--- src/rf_framing_pkg.sv ---
// constants, field layout and carriers for the framing option registers
package rf_framing_pkg;

    // ------------------------------------------------------------
    // register map (plain port, printed offsets)
    // ------------------------------------------------------------
    localparam logic [7:0] TYPEB_ALT_OFFSET = 8'h07;
    localparam logic [7:0] STREAM_MODE_OFFSET = 8'h08;
    localparam logic [7:0] AUX_DEF_OFFSET = 8'h09;

    localparam logic [7:0] TYPEB_ALT_RESET = 8'h00;
    localparam logic [7:0] STREAM_MODE_RESET = 8'h00;
    localparam logic [7:0] AUX_DEF_RESET = 8'h04;

    // ------------------------------------------------------------
    // field positions
    // ------------------------------------------------------------
    localparam int MIN_RESP_DELAY_HI = 7;
    localparam int MIN_RESP_DELAY_LO = 6;
    localparam int NO_SOF_BIT = 5;
    localparam int NO_EOF_BIT = 4;
    localparam int EOF_WIDE_BIT = 3;
    localparam int PHASE_TOL_BIT = 2;
    localparam int PREAMBLE_LEN_HI = 1;
    localparam int PREAMBLE_LEN_LO = 0;

    localparam int SUBCARRIER_FREQ_HI = 6;
    localparam int SUBCARRIER_FREQ_LO = 5;
    localparam int REPORT_PULSES_HI = 4;
    localparam int REPORT_PULSES_LO = 3;
    localparam int MOD_PERIOD_B2 = 2;
    localparam int MOD_PERIOD_B0 = 0;

    localparam int CRC_SKIP_BIT = 7;
    localparam int CRC_FIFO_BIT = 6;
    localparam int TX_MOD_TYPE_BIT = 5;
    localparam int FIELD_DET_BIT = 4;
    localparam int TRISTATE_BIT = 3;
    localparam int RX_TOL_BIT = 2;
    localparam int FIELD_ON_N_HI = 1;
    localparam int FIELD_ON_N_LO = 0;

    // ------------------------------------------------------------
    // decoded figures
    // ------------------------------------------------------------
    localparam logic [6:0] MRD_LONG_FS = 7'h50;
    localparam logic [6:0] MRD_LOW_RATE_FS = 7'h40;
    localparam logic [6:0] MRD_HIGH_RATE_FS = 7'h20;
    localparam logic [3:0] EOF_MIN_ETU = 4'ha;
    localparam logic [3:0] EOF_NARROW_MAX_ETU = 4'hb;
    localparam logic [3:0] EOF_WIDE_MAX_ETU = 4'hc;
    localparam logic [6:0] PREAMBLE_BASE = 7'h30;
    localparam logic [6:0] PREAMBLE_STEP = 7'h10;
    localparam logic [7:0] SC_BASE_DIV = 8'h40;
    localparam logic [7:0] BPSK_BASE_DIV = 8'h10;
    localparam logic [7:0] MOD_BASE_DIV = 8'h80;
    localparam logic [3:0] PULSES_BASE = 4'h1;

    typedef struct packed {
        logic [7:0] addr;
        logic [7:0] wdata;
        logic we;
        logic re;
    } reg_req_s;

    typedef struct packed {
        logic set_default;
        logic rate_fc128;
        logic rate_ge_fc16;
        logic bpsk_stream;
        logic bpsk_fc32;
        logic typea_nfc_fc128;
        logic reqa_wupa_sent;
        logic anticoll_on;
        logic rx_frame_end;
        logic ook_mod_active;
        logic analog_preset;
        logic preset_am;
        logic preset_fd;
    } rf_ctx_s;

    typedef struct packed {
        logic [6:0] min_response_delay;
        logic min_response_valid;
        logic rx_no_sof;
        logic rx_no_eof;
        logic [3:0] eof_min_etu;
        logic [3:0] eof_max_etu;
        logic phase_change_tolerance;
        logic [6:0] preamble_len;
        logic [7:0] subcarrier_div;
        logic subcarrier_valid;
        logic [3:0] report_pulses;
        logic report_valid;
        logic [7:0] mod_period_div;
        logic mod_period_valid;
        logic crc_check;
        logic crc_to_fifo;
        logic tx_mod_type;
        logic field_detector_enable;
        logic rf_output_driver_tristate;
        logic rx_tol_bpsk;
        logic rx_tol_first_byte;
        logic [1:0] field_on_n;
    } cfg_s;

endpackage : rf_framing_pkg

--- src/rf_framing_option_regs.sv ---
// framing option register bank with decoded configuration outputs
`timescale 1ns/1ns
// ------------------------------------------------------------
// ------------------------------------------------------------
module rf_framing_option_regs
    import rf_framing_pkg::*;
(
    input wire logic clk,
    input wire logic nrst,
    input wire reg_req_s reg_req,
    input wire rf_ctx_s ctx,
    output logic [7:0] reg_rdata,
    output cfg_s cfg
);

    // ------------------------------------------------------------
    // register storage
    // ------------------------------------------------------------
    logic [7:0] typeb_alt_protocol_settings_q;
    logic [7:0] stream_mode_definition_q;
    logic [7:0] auxiliary_definition_q;
    logic [7:0] reg_rdata_q;
    logic auto_no_crc_q;
    cfg_s cfg_q;
    cfg_s cfg_d;

    logic wr_typeb;
    logic wr_stream;
    logic wr_aux;

    assign wr_typeb = reg_req.we && (reg_req.addr == TYPEB_ALT_OFFSET);
    assign wr_stream = reg_req.we && (reg_req.addr == STREAM_MODE_OFFSET);
    assign wr_aux = reg_req.we && (reg_req.addr == AUX_DEF_OFFSET);

    // set default outranks a write in the same cycle
    always_ff @(posedge clk) begin
        if (!nrst || ctx.set_default) begin
            typeb_alt_protocol_settings_q <= TYPEB_ALT_RESET;
        end else if (wr_typeb) begin
            typeb_alt_protocol_settings_q <= reg_req.wdata;
        end
    end

    // only power-up reset touches this one
    always_ff @(posedge clk) begin
        if (!nrst) begin
            stream_mode_definition_q <= STREAM_MODE_RESET;
        end else if (wr_stream) begin
            stream_mode_definition_q <= reg_req.wdata;
        end
    end

    // a write wins over the analog preset, which only patches two bits
    always_ff @(posedge clk) begin
        if (!nrst || ctx.set_default) begin
            auxiliary_definition_q <= AUX_DEF_RESET;
        end else if (wr_aux) begin
            auxiliary_definition_q <= reg_req.wdata;
        end else if (ctx.analog_preset) begin
            auxiliary_definition_q[TX_MOD_TYPE_BIT] <= ctx.preset_am;
            auxiliary_definition_q[FIELD_DET_BIT] <= ctx.preset_fd;
        end
    end

    // ------------------------------------------------------------
    // read port
    // ------------------------------------------------------------
    always_ff @(posedge clk) begin
        if (!nrst) begin
            reg_rdata_q <= 8'h00;
        end else if (reg_req.re) begin
            unique case (reg_req.addr)
                TYPEB_ALT_OFFSET: reg_rdata_q <= typeb_alt_protocol_settings_q;
                STREAM_MODE_OFFSET: reg_rdata_q <= stream_mode_definition_q;
                AUX_DEF_OFFSET: reg_rdata_q <= auxiliary_definition_q;
                default: reg_rdata_q <= 8'h00;
            endcase
        end else begin
            reg_rdata_q <= 8'h00;
        end
    end

    // ------------------------------------------------------------
    // automatic crc-less reception window
    // ------------------------------------------------------------
    // a new reqa/wupa in the cycle the frame ends keeps the window open
    always_ff @(posedge clk) begin
        if (!nrst) begin
            auto_no_crc_q <= 1'b0;
        end else if (ctx.reqa_wupa_sent) begin
            auto_no_crc_q <= 1'b1;
        end else if (ctx.rx_frame_end) begin
            auto_no_crc_q <= 1'b0;
        end
    end

    // ------------------------------------------------------------
    // decode
    // ------------------------------------------------------------
    logic [1:0] mrd_code;
    logic [1:0] pre_code;
    logic [1:0] scf_code;
    logic [1:0] scp_code;
    logic [2:0] stx_code;

    assign mrd_code = typeb_alt_protocol_settings_q[MIN_RESP_DELAY_HI:MIN_RESP_DELAY_LO];
    assign pre_code = typeb_alt_protocol_settings_q[PREAMBLE_LEN_HI:PREAMBLE_LEN_LO];
    assign scf_code = stream_mode_definition_q[SUBCARRIER_FREQ_HI:SUBCARRIER_FREQ_LO];
    assign scp_code = stream_mode_definition_q[REPORT_PULSES_HI:REPORT_PULSES_LO];
    assign stx_code = stream_mode_definition_q[MOD_PERIOD_B2:MOD_PERIOD_B0];

    always_comb begin
        cfg_d = '0;
        // unused delay and period codes give zero figures with valid low
        unique case (mrd_code)
            2'b00: begin
                cfg_d.min_response_delay = MRD_LONG_FS;
                cfg_d.min_response_valid = 1'b1;
            end
            2'b01: begin
                cfg_d.min_response_delay = ctx.rate_fc128 ? MRD_LOW_RATE_FS
                                                          : MRD_HIGH_RATE_FS;
                cfg_d.min_response_valid = 1'b1;
            end
            default: begin
                cfg_d.min_response_delay = 7'h00;
                cfg_d.min_response_valid = 1'b0;
            end
        endcase
        cfg_d.rx_no_sof = typeb_alt_protocol_settings_q[NO_SOF_BIT];
        cfg_d.rx_no_eof = typeb_alt_protocol_settings_q[NO_EOF_BIT];
        cfg_d.eof_min_etu = EOF_MIN_ETU;
        // fast rates cannot tell 11 from 12 etu, so the wide window always holds
        if (ctx.rate_ge_fc16) begin
            cfg_d.eof_max_etu = EOF_WIDE_MAX_ETU;
        end else if (typeb_alt_protocol_settings_q[EOF_WIDE_BIT]) begin
            cfg_d.eof_max_etu = EOF_WIDE_MAX_ETU;
        end else begin
            cfg_d.eof_max_etu = EOF_NARROW_MAX_ETU;
        end
        cfg_d.phase_change_tolerance = typeb_alt_protocol_settings_q[PHASE_TOL_BIT];
        cfg_d.preamble_len = PREAMBLE_BASE + 7'(PREAMBLE_STEP * pre_code);
        if (ctx.bpsk_stream) begin
            cfg_d.subcarrier_div = BPSK_BASE_DIV >> scf_code;
            cfg_d.subcarrier_valid = (scf_code != 2'b11);
        end else begin
            cfg_d.subcarrier_div = SC_BASE_DIV >> scf_code;
            cfg_d.subcarrier_valid = 1'b1;
        end
        cfg_d.report_pulses = PULSES_BASE << scp_code;
        cfg_d.report_valid = ctx.bpsk_stream || (scp_code != 2'b00);
        cfg_d.mod_period_div = (stx_code == 3'b111) ? 8'h00 : (MOD_BASE_DIV >> stx_code);
        cfg_d.mod_period_valid = (stx_code != 3'b111);
        cfg_d.crc_check = !auxiliary_definition_q[CRC_SKIP_BIT]
                          && !auto_no_crc_q && !ctx.anticoll_on;
        cfg_d.crc_to_fifo = auxiliary_definition_q[CRC_FIFO_BIT];
        cfg_d.tx_mod_type = auxiliary_definition_q[TX_MOD_TYPE_BIT];
        cfg_d.field_detector_enable = auxiliary_definition_q[FIELD_DET_BIT];
        cfg_d.rf_output_driver_tristate = auxiliary_definition_q[TRISTATE_BIT]
                                          && ctx.ook_mod_active;
        cfg_d.rx_tol_bpsk = auxiliary_definition_q[RX_TOL_BIT] && ctx.bpsk_fc32;
        cfg_d.rx_tol_first_byte = auxiliary_definition_q[RX_TOL_BIT]
                                  && ctx.typea_nfc_fc128;
        cfg_d.field_on_n = auxiliary_definition_q[FIELD_ON_N_HI:FIELD_ON_N_LO];
    end

    // decoded view lags the registers by one cycle so every output is a flop
    always_ff @(posedge clk) begin
        if (!nrst) begin
            cfg_q <= '0;
        end else begin
            cfg_q <= cfg_d;
        end
    end

    assign reg_rdata = reg_rdata_q;
    assign cfg = cfg_q;
endmodule : rf_framing_option_regs

--- config.mk ---
export PLATFORM = sky130hd
export DESIGN_NAME = rf_framing_option_regs
export DESIGN_NICKNAME = d
export VERILOG_FILES = /design/src/rf_framing_pkg.sv /design/src/rf_framing_option_regs.sv
export SDC_FILE = /design/constraint.sdc
export NUM_CORES = 1
export LEC_CHECK = 0
export BUFFER_PORTS_ARGS = -buffer_cell sky130_fd_sc_hd__buf_2
export CAP_MARGIN = 20
export CORE_MARGIN = 5
export CORE_UTILIZATION = 40
export CTS_CLUSTER_DIAMETER = 30
export DETAILED_ROUTE_END_ITERATION = 8
export PLACE_DENSITY = 0.64
export SETUP_SLACK_MARGIN = 0.1
export SYNTH_ARGS = -nofsm -noshare
export SYNTH_HDL_FRONTEND = slang
export SYNTH_SLANG_ARGS = --single-unit
--- constraint.sdc ---
create_clock -name clk -period 1.3 [get_ports clk]
set_clock_uncertainty 0.05 [all_clocks]
set_input_delay 0 -clock clk [delete_from_list [all_inputs] [get_ports clk]]
set_output_delay 0 -clock clk [all_outputs]
set_load 0.01 [all_outputs]
[Word-level counts from Yosys, hierarchy flattened]
Cells that the tools add are included.
Storage, ports and cells
  register bits: 91
  bits in latches: 0
  bits in writable memories: 0
  memory bits (read-only): 0
  bits of input ports: 33
  word-level logic and storage cells: 75
  memories kept: 0
Cells by class
  add/subtract/negate cells: 1
  multiply operators: 0
  divide/modulo/power cells: 0
  $lt $le $gt $ge: 0
  eq/ne operators: 7
  shifts and indexed selects: 4
  multiplexer cells: 12
  bitwise gates (word level): 1
  reduce and logical (&&, ||, !) cells: 21
Operators with widths (count)
  2-to-1 mux 48 bit: 1
  case mux 8 bit (3 select lines): 1
  == test 8 x 4 -> 1 bit, second input constant: 2
  case mux 8 bit (2 select lines): 1
  2-to-1 mux 9 bit: 1
  == test 8 x 3 -> 1 bit, second input constant: 1
  logical AND 1 bit: 8
  2-to-1 mux 8 bit: 1
  >> shifter 5 x 2 -> 8 bit, first input constant: 1
  >> shifter 7 x 2 -> 8 bit, first input constant: 1
  >> shifter 8 x 3 -> 8 bit, first input constant: 1
  adder 6 x 6 -> 7 bit, first input constant: 1
  2-to-1 mux 7 bit: 1
  2-to-1 mux 3 bit: 2
  nonzero test 2 bit: 3
  logical NOT 1 bit: 4
  2-to-1 mux 2 bit: 2
  OR reduction 2 bit: 2
  left shift 1 x 2 -> 4 bit, first input constant: 1
  == test 3 bit, second input constant: 1
  inequality test 3 bit, second input constant: 1
  == test 2 x 1 -> 1 bit, second input constant: 1
  logical NOT 2 bit: 1
  logical OR 1 bit: 2
  other kinds (4): 5

[Depth between registers and ports, before layout]
  word-level depth: 4
  mapped depth: 5
  mapped depth without buffers: 3

[Worst setup path before layout]
Ideal clock, no wire load.
  kind: in2reg
  start point: in reg_req[15] (netlist name)
  end point: reg auxiliary_definition_q[4]
  arrival time: 928 ps
  path slack: 251 ps
  stages: 5
  cell sequence: nor4_4 -> buf_6 -> and4_1 -> buf_6 -> mux2i_1
Between the ends
  word-level cells in the longest chain between the ends: 3
  elaborated cells between the ends (all ways): 4
  those cells by class: 1 x eq/ne; 1 x mux; 2 x reduce/logical
Ends and longest elaborated chain
  from (decl): RTL line rf_framing_option_regs.sv:10  | input wire reg_req_s reg_req,
  == test 8 x 4 -> 1 bit (*): RTL line rf_framing_option_regs.sv:33  | assign wr_aux = reg_req.we && (reg_req.addr == AUX_DEF_OFFSET);
  logical AND 1 bit (*): RTL line rf_framing_option_regs.sv:33
  2-to-1 mux 2 bit or nonzero test 2 bit (tied branches)
  to (signal assigned): RTL line rf_framing_option_regs.sv:58  | auxiliary_definition_q <= reg_req.wdata;
  to (signal, indexed assignment): RTL line rf_framing_option_regs.sv:60  | auxiliary_definition_q[TX_MOD_TYPE_BIT] <= ctx.preset_am;
  to (signal, indexed assignment): RTL line rf_framing_option_regs.sv:61  | auxiliary_definition_q[FIELD_DET_BIT] <= ctx.preset_fd;
  to (decl): RTL line rf_framing_option_regs.sv:21  | logic [7:0] auxiliary_definition_q;
Mark *: on every way between the ends. The rest lies on a longest branch, timed or not.
A chain may end at the register's enable or synchronous reset.

[Worst setup path after layout]
  start point: in ctx[12] (netlist name)
  end point: reg auxiliary_definition_q[1]
Between the ends
  word-level cells in the longest chain between the ends: 1
Ends and longest elaborated chain
  from (decl): RTL line rf_framing_option_regs.sv:11  | input wire rf_ctx_s ctx,
  logical OR 1 bit: RTL line rf_framing_option_regs.sv:55  | if (!nrst || ctx.set_default) begin
No other way between the ends.

==> flow_summary.toml <==
[outcome]
outcome = "complete, no violations"

[placed_design]
place.gp.congestion = 0.790
numPlacedInstances = 434
dp_hpwl_um = 4530
place_area_um2 = 3250
io_buffers = 86

[die]
rows = 30
die-height_um = 92.8
dieWidth_um = 92.8
core_area_um2 = 6720
dieArea_um2 = 8610
initial_core_util_pct = 40.8
pin_count = 99

[synthesis]
synthDistinctLibCells = 28
netlist_instances = 272
synthArstFlopShare_pct = 0
synth_edf_count = 0
ys.flop_type = "dfxtp_1"
yosys_warnings = 0
ys_seq_area_share_pct = 56.2
syn_area_per_cell_um2 = 10.1
syn_area_um2 = 2740
synth-seq-cells = 77

[timing]
setup_violations = 0
tns_ps = 0
period_share_pct = 84.7
min_period_ps = 1100
max_freq_ghz = 0.908
fin_hold_ws_ps = 14.1
hold_viol_final = 0
drv_slew = 0
rsz0062_at_grt = "no"

[worst_setup_path]
end_kind = "register"
crit_required_ps = 1520
timing.rr.end = "reg_rdata[6]"
cp.arrival_ps = 1330
reg2reg_from = "stream_mode_definition_q[6]"
path_buf_inv = 3
crit_family = "buffers and inverters"
r2r_slack_ps = 210
crit_chain = "dlygate4sd3_1, buf_2, nor2b_1, buf_4, nand2_1, mux2i_1"
start_kind = "primary input"
crit_fanout = 23
cpMaxStageDelayCell = "dlygate4sd3_1"
slowest_delay_ps = 530
worstRegToRegCells = 3
path_class = "primary input to register"

[clock_network]
postCtsSetupBuffers = 0
clock-sinks = 77
numCtsBuffers = 9
path_clk_slew_ps = 70
ctsRootBufferMaster = "clkbuf_8"
ctsHoldBuffers = 22
clock_path_buffers = 2
cts_resized = 0
clk_latency_ps = 340
cts-htree-levels = 3
cts_tree = "yes"

[global_route]
antenna_found_initial = 0
overflow = 0
grt_use_total_pct = 15.2
grt_pass1_wl_um = 10300
grt_pass1_vias = 2248
grt_max_degree = 24

[routing]
drtIter0Drc = 53
vias = 2196
wl_met1_um = 2700
viasPerCell = 4.66
wl_um = 6340
route.met3.wl_um = 417
wl_per_cell_um = 13.5
ant_nets = 0
drt_pass1_iterations = 4
wl_met2_um = 3100
top_layer = "met4"
drc = 0

[worst_hold_path]
worstHoldPathCells = 4
hold_end = "auxiliary_definition_q[5]"
hold_start = "ctx[1]"
holdCritPathClass = "primary input to register"

[cells_and_area]
fin_cells = 471
layout-drive-gt1-share_pct = 31.2
diodes = 0
design_area_um2 = 3630
nets = 421
area_growth_pct = 32.3
fin_util_pct = 54.0
n_fill_cell = 631

[pwr]
power.density_nw_per_um2 = 1170
peakVddDrop_v = 0.000436
p_leak_nw = 1.69

[run]
cap_viol_max_count = 0
==> worst reg2reg max path, delay by kind of cell (launching register included) <==
kind / cells / cell delay, ps
AO/OA/AOI/OAI: 1 / 190
flip-flops: 1 / 480
multiplexers: 1 / 210
AND/OR/NAND/NOR: 1 / 90
==> kinds of logic after synthesis <==
group	after synthesis	synth area share, %
buf+inv	34	7.58
simple gates	111	19.8
xor+xnor	1	0.320
mux	34	12.9
flops	77	56.2
other cells	1	0.137
compound gates	13	2.60
fa+ha+maj	1	0.456
==> sequential cells by signal (all words and copies together), names as in the netlist <==
signal and count:
stream_mode_definition_q 8, typeb_alt_protocol_settings_q 8, reg_rdata 8, auto_no_crc_q 1, cfg 44, auxiliary_definition_q 8
==> worst max path at each step <==
stage / from / end / slack (ps) / cells past startpoint
finish: ctx[12] / auxiliary_definition_q[1] / 200 / 6
detailed placement: reg_req[15] / stream_mode_definition_q[7] / 40 / 5
global placement: reg_req[15] / stream_mode_definition_q[5] / 90 / 5
CTS: ctx[12] / auxiliary_definition_q[7] / 180 / 6
floorplan: reg_req[15] / auxiliary_definition_q[4] / 250 / 5
global route: ctx[12] / auxiliary_definition_q[0] / 100 / 6
==> placed cells by master, fill, tap and decap left out, drive strengths merged, types with 2 or more instances in the layout <==
master,n
inv,6
mux2,10
nand2b,5
dlygate4sd3,22
nand3,17
dfxtp,77
conb,13
and3,5
nor4,2
a21oi,10
a31oi,2
nor3,9
nand2,41
and2,8
and4b,2
clkinv,2
buf,98
nor2,19
clkbuf,13
mux2i,24
==> cell type report <==
cell class                      count  area, um^2  share of cell area, %
Clock inverter                      2        10.0                  0.276
Clock buffer                       13         149                   4.11
Inverter                            6        22.5                  0.621
Multi-Input combinational cell    173        1040                   28.6
Tap cell                           80         100                   2.76
Timing Repair Buffer              120         766                   21.1
Sequential cell                    77        1540                   42.5
==> per-stage QoR <==
step | setup slack [ps] | power, W
after floorplan | 251 | 0.00262
after global placement | 94.0 | 0.00272
after detailed placement | 39.5 | 0.00272
after CTS | 177 | 0.00428
after global routing | 101 | 0.00442
final | 199 | 0.00425
==> per-layer routing <==
metal / vias up / global-route usage [%]
li1: 1104 / -
met1: 998 / 17.4
met2: 82 / 26.8
met3: 12 / 3.41
met4: 0 / 6.96
met5: - / 0
==> synthesized netlist by cell type, types with 2 or more instances <==
cell type | instances | area share (%)
dfxtp_1 | 77 | 56
and2_1 | 8 | 1.8
and4b_1 | 2 | 0.73
mux2_2 | 10 | 4.1
and3_1 | 5 | 1.1
nor2_1 | 19 | 2.6
buf_4 | 15 | 4.1
a31oi_1 | 2 | 0.46
nand2b_1 | 5 | 1.1
nand3_1 | 16 | 2.9
inv_1 | 6 | 0.82
nand2_1 | 41 | 5.6
buf_2 | 7 | 1.3
nor3_1 | 9 | 1.6
a21oi_1 | 10 | 1.8
buf_6 | 2 | 0.82
mux2i_1 | 24 | 8.8
clkbuf_1 | 4 | 0.55
==> power by group <==
| part | internal, W | switching [W] | leakage (nW) |
|---|---|---|---|
| sequential | 0.00240 | 0.00000994 | 0.627 |
| combinational | 0.000149 | 0.000168 | 0.981 |
| clock | 0.000731 | 0.000798 | 0.0833 |
| total | 0.00328 | 0.000976 | 1.69 |
Note: power is estimated with default switching activity, not from simulation.
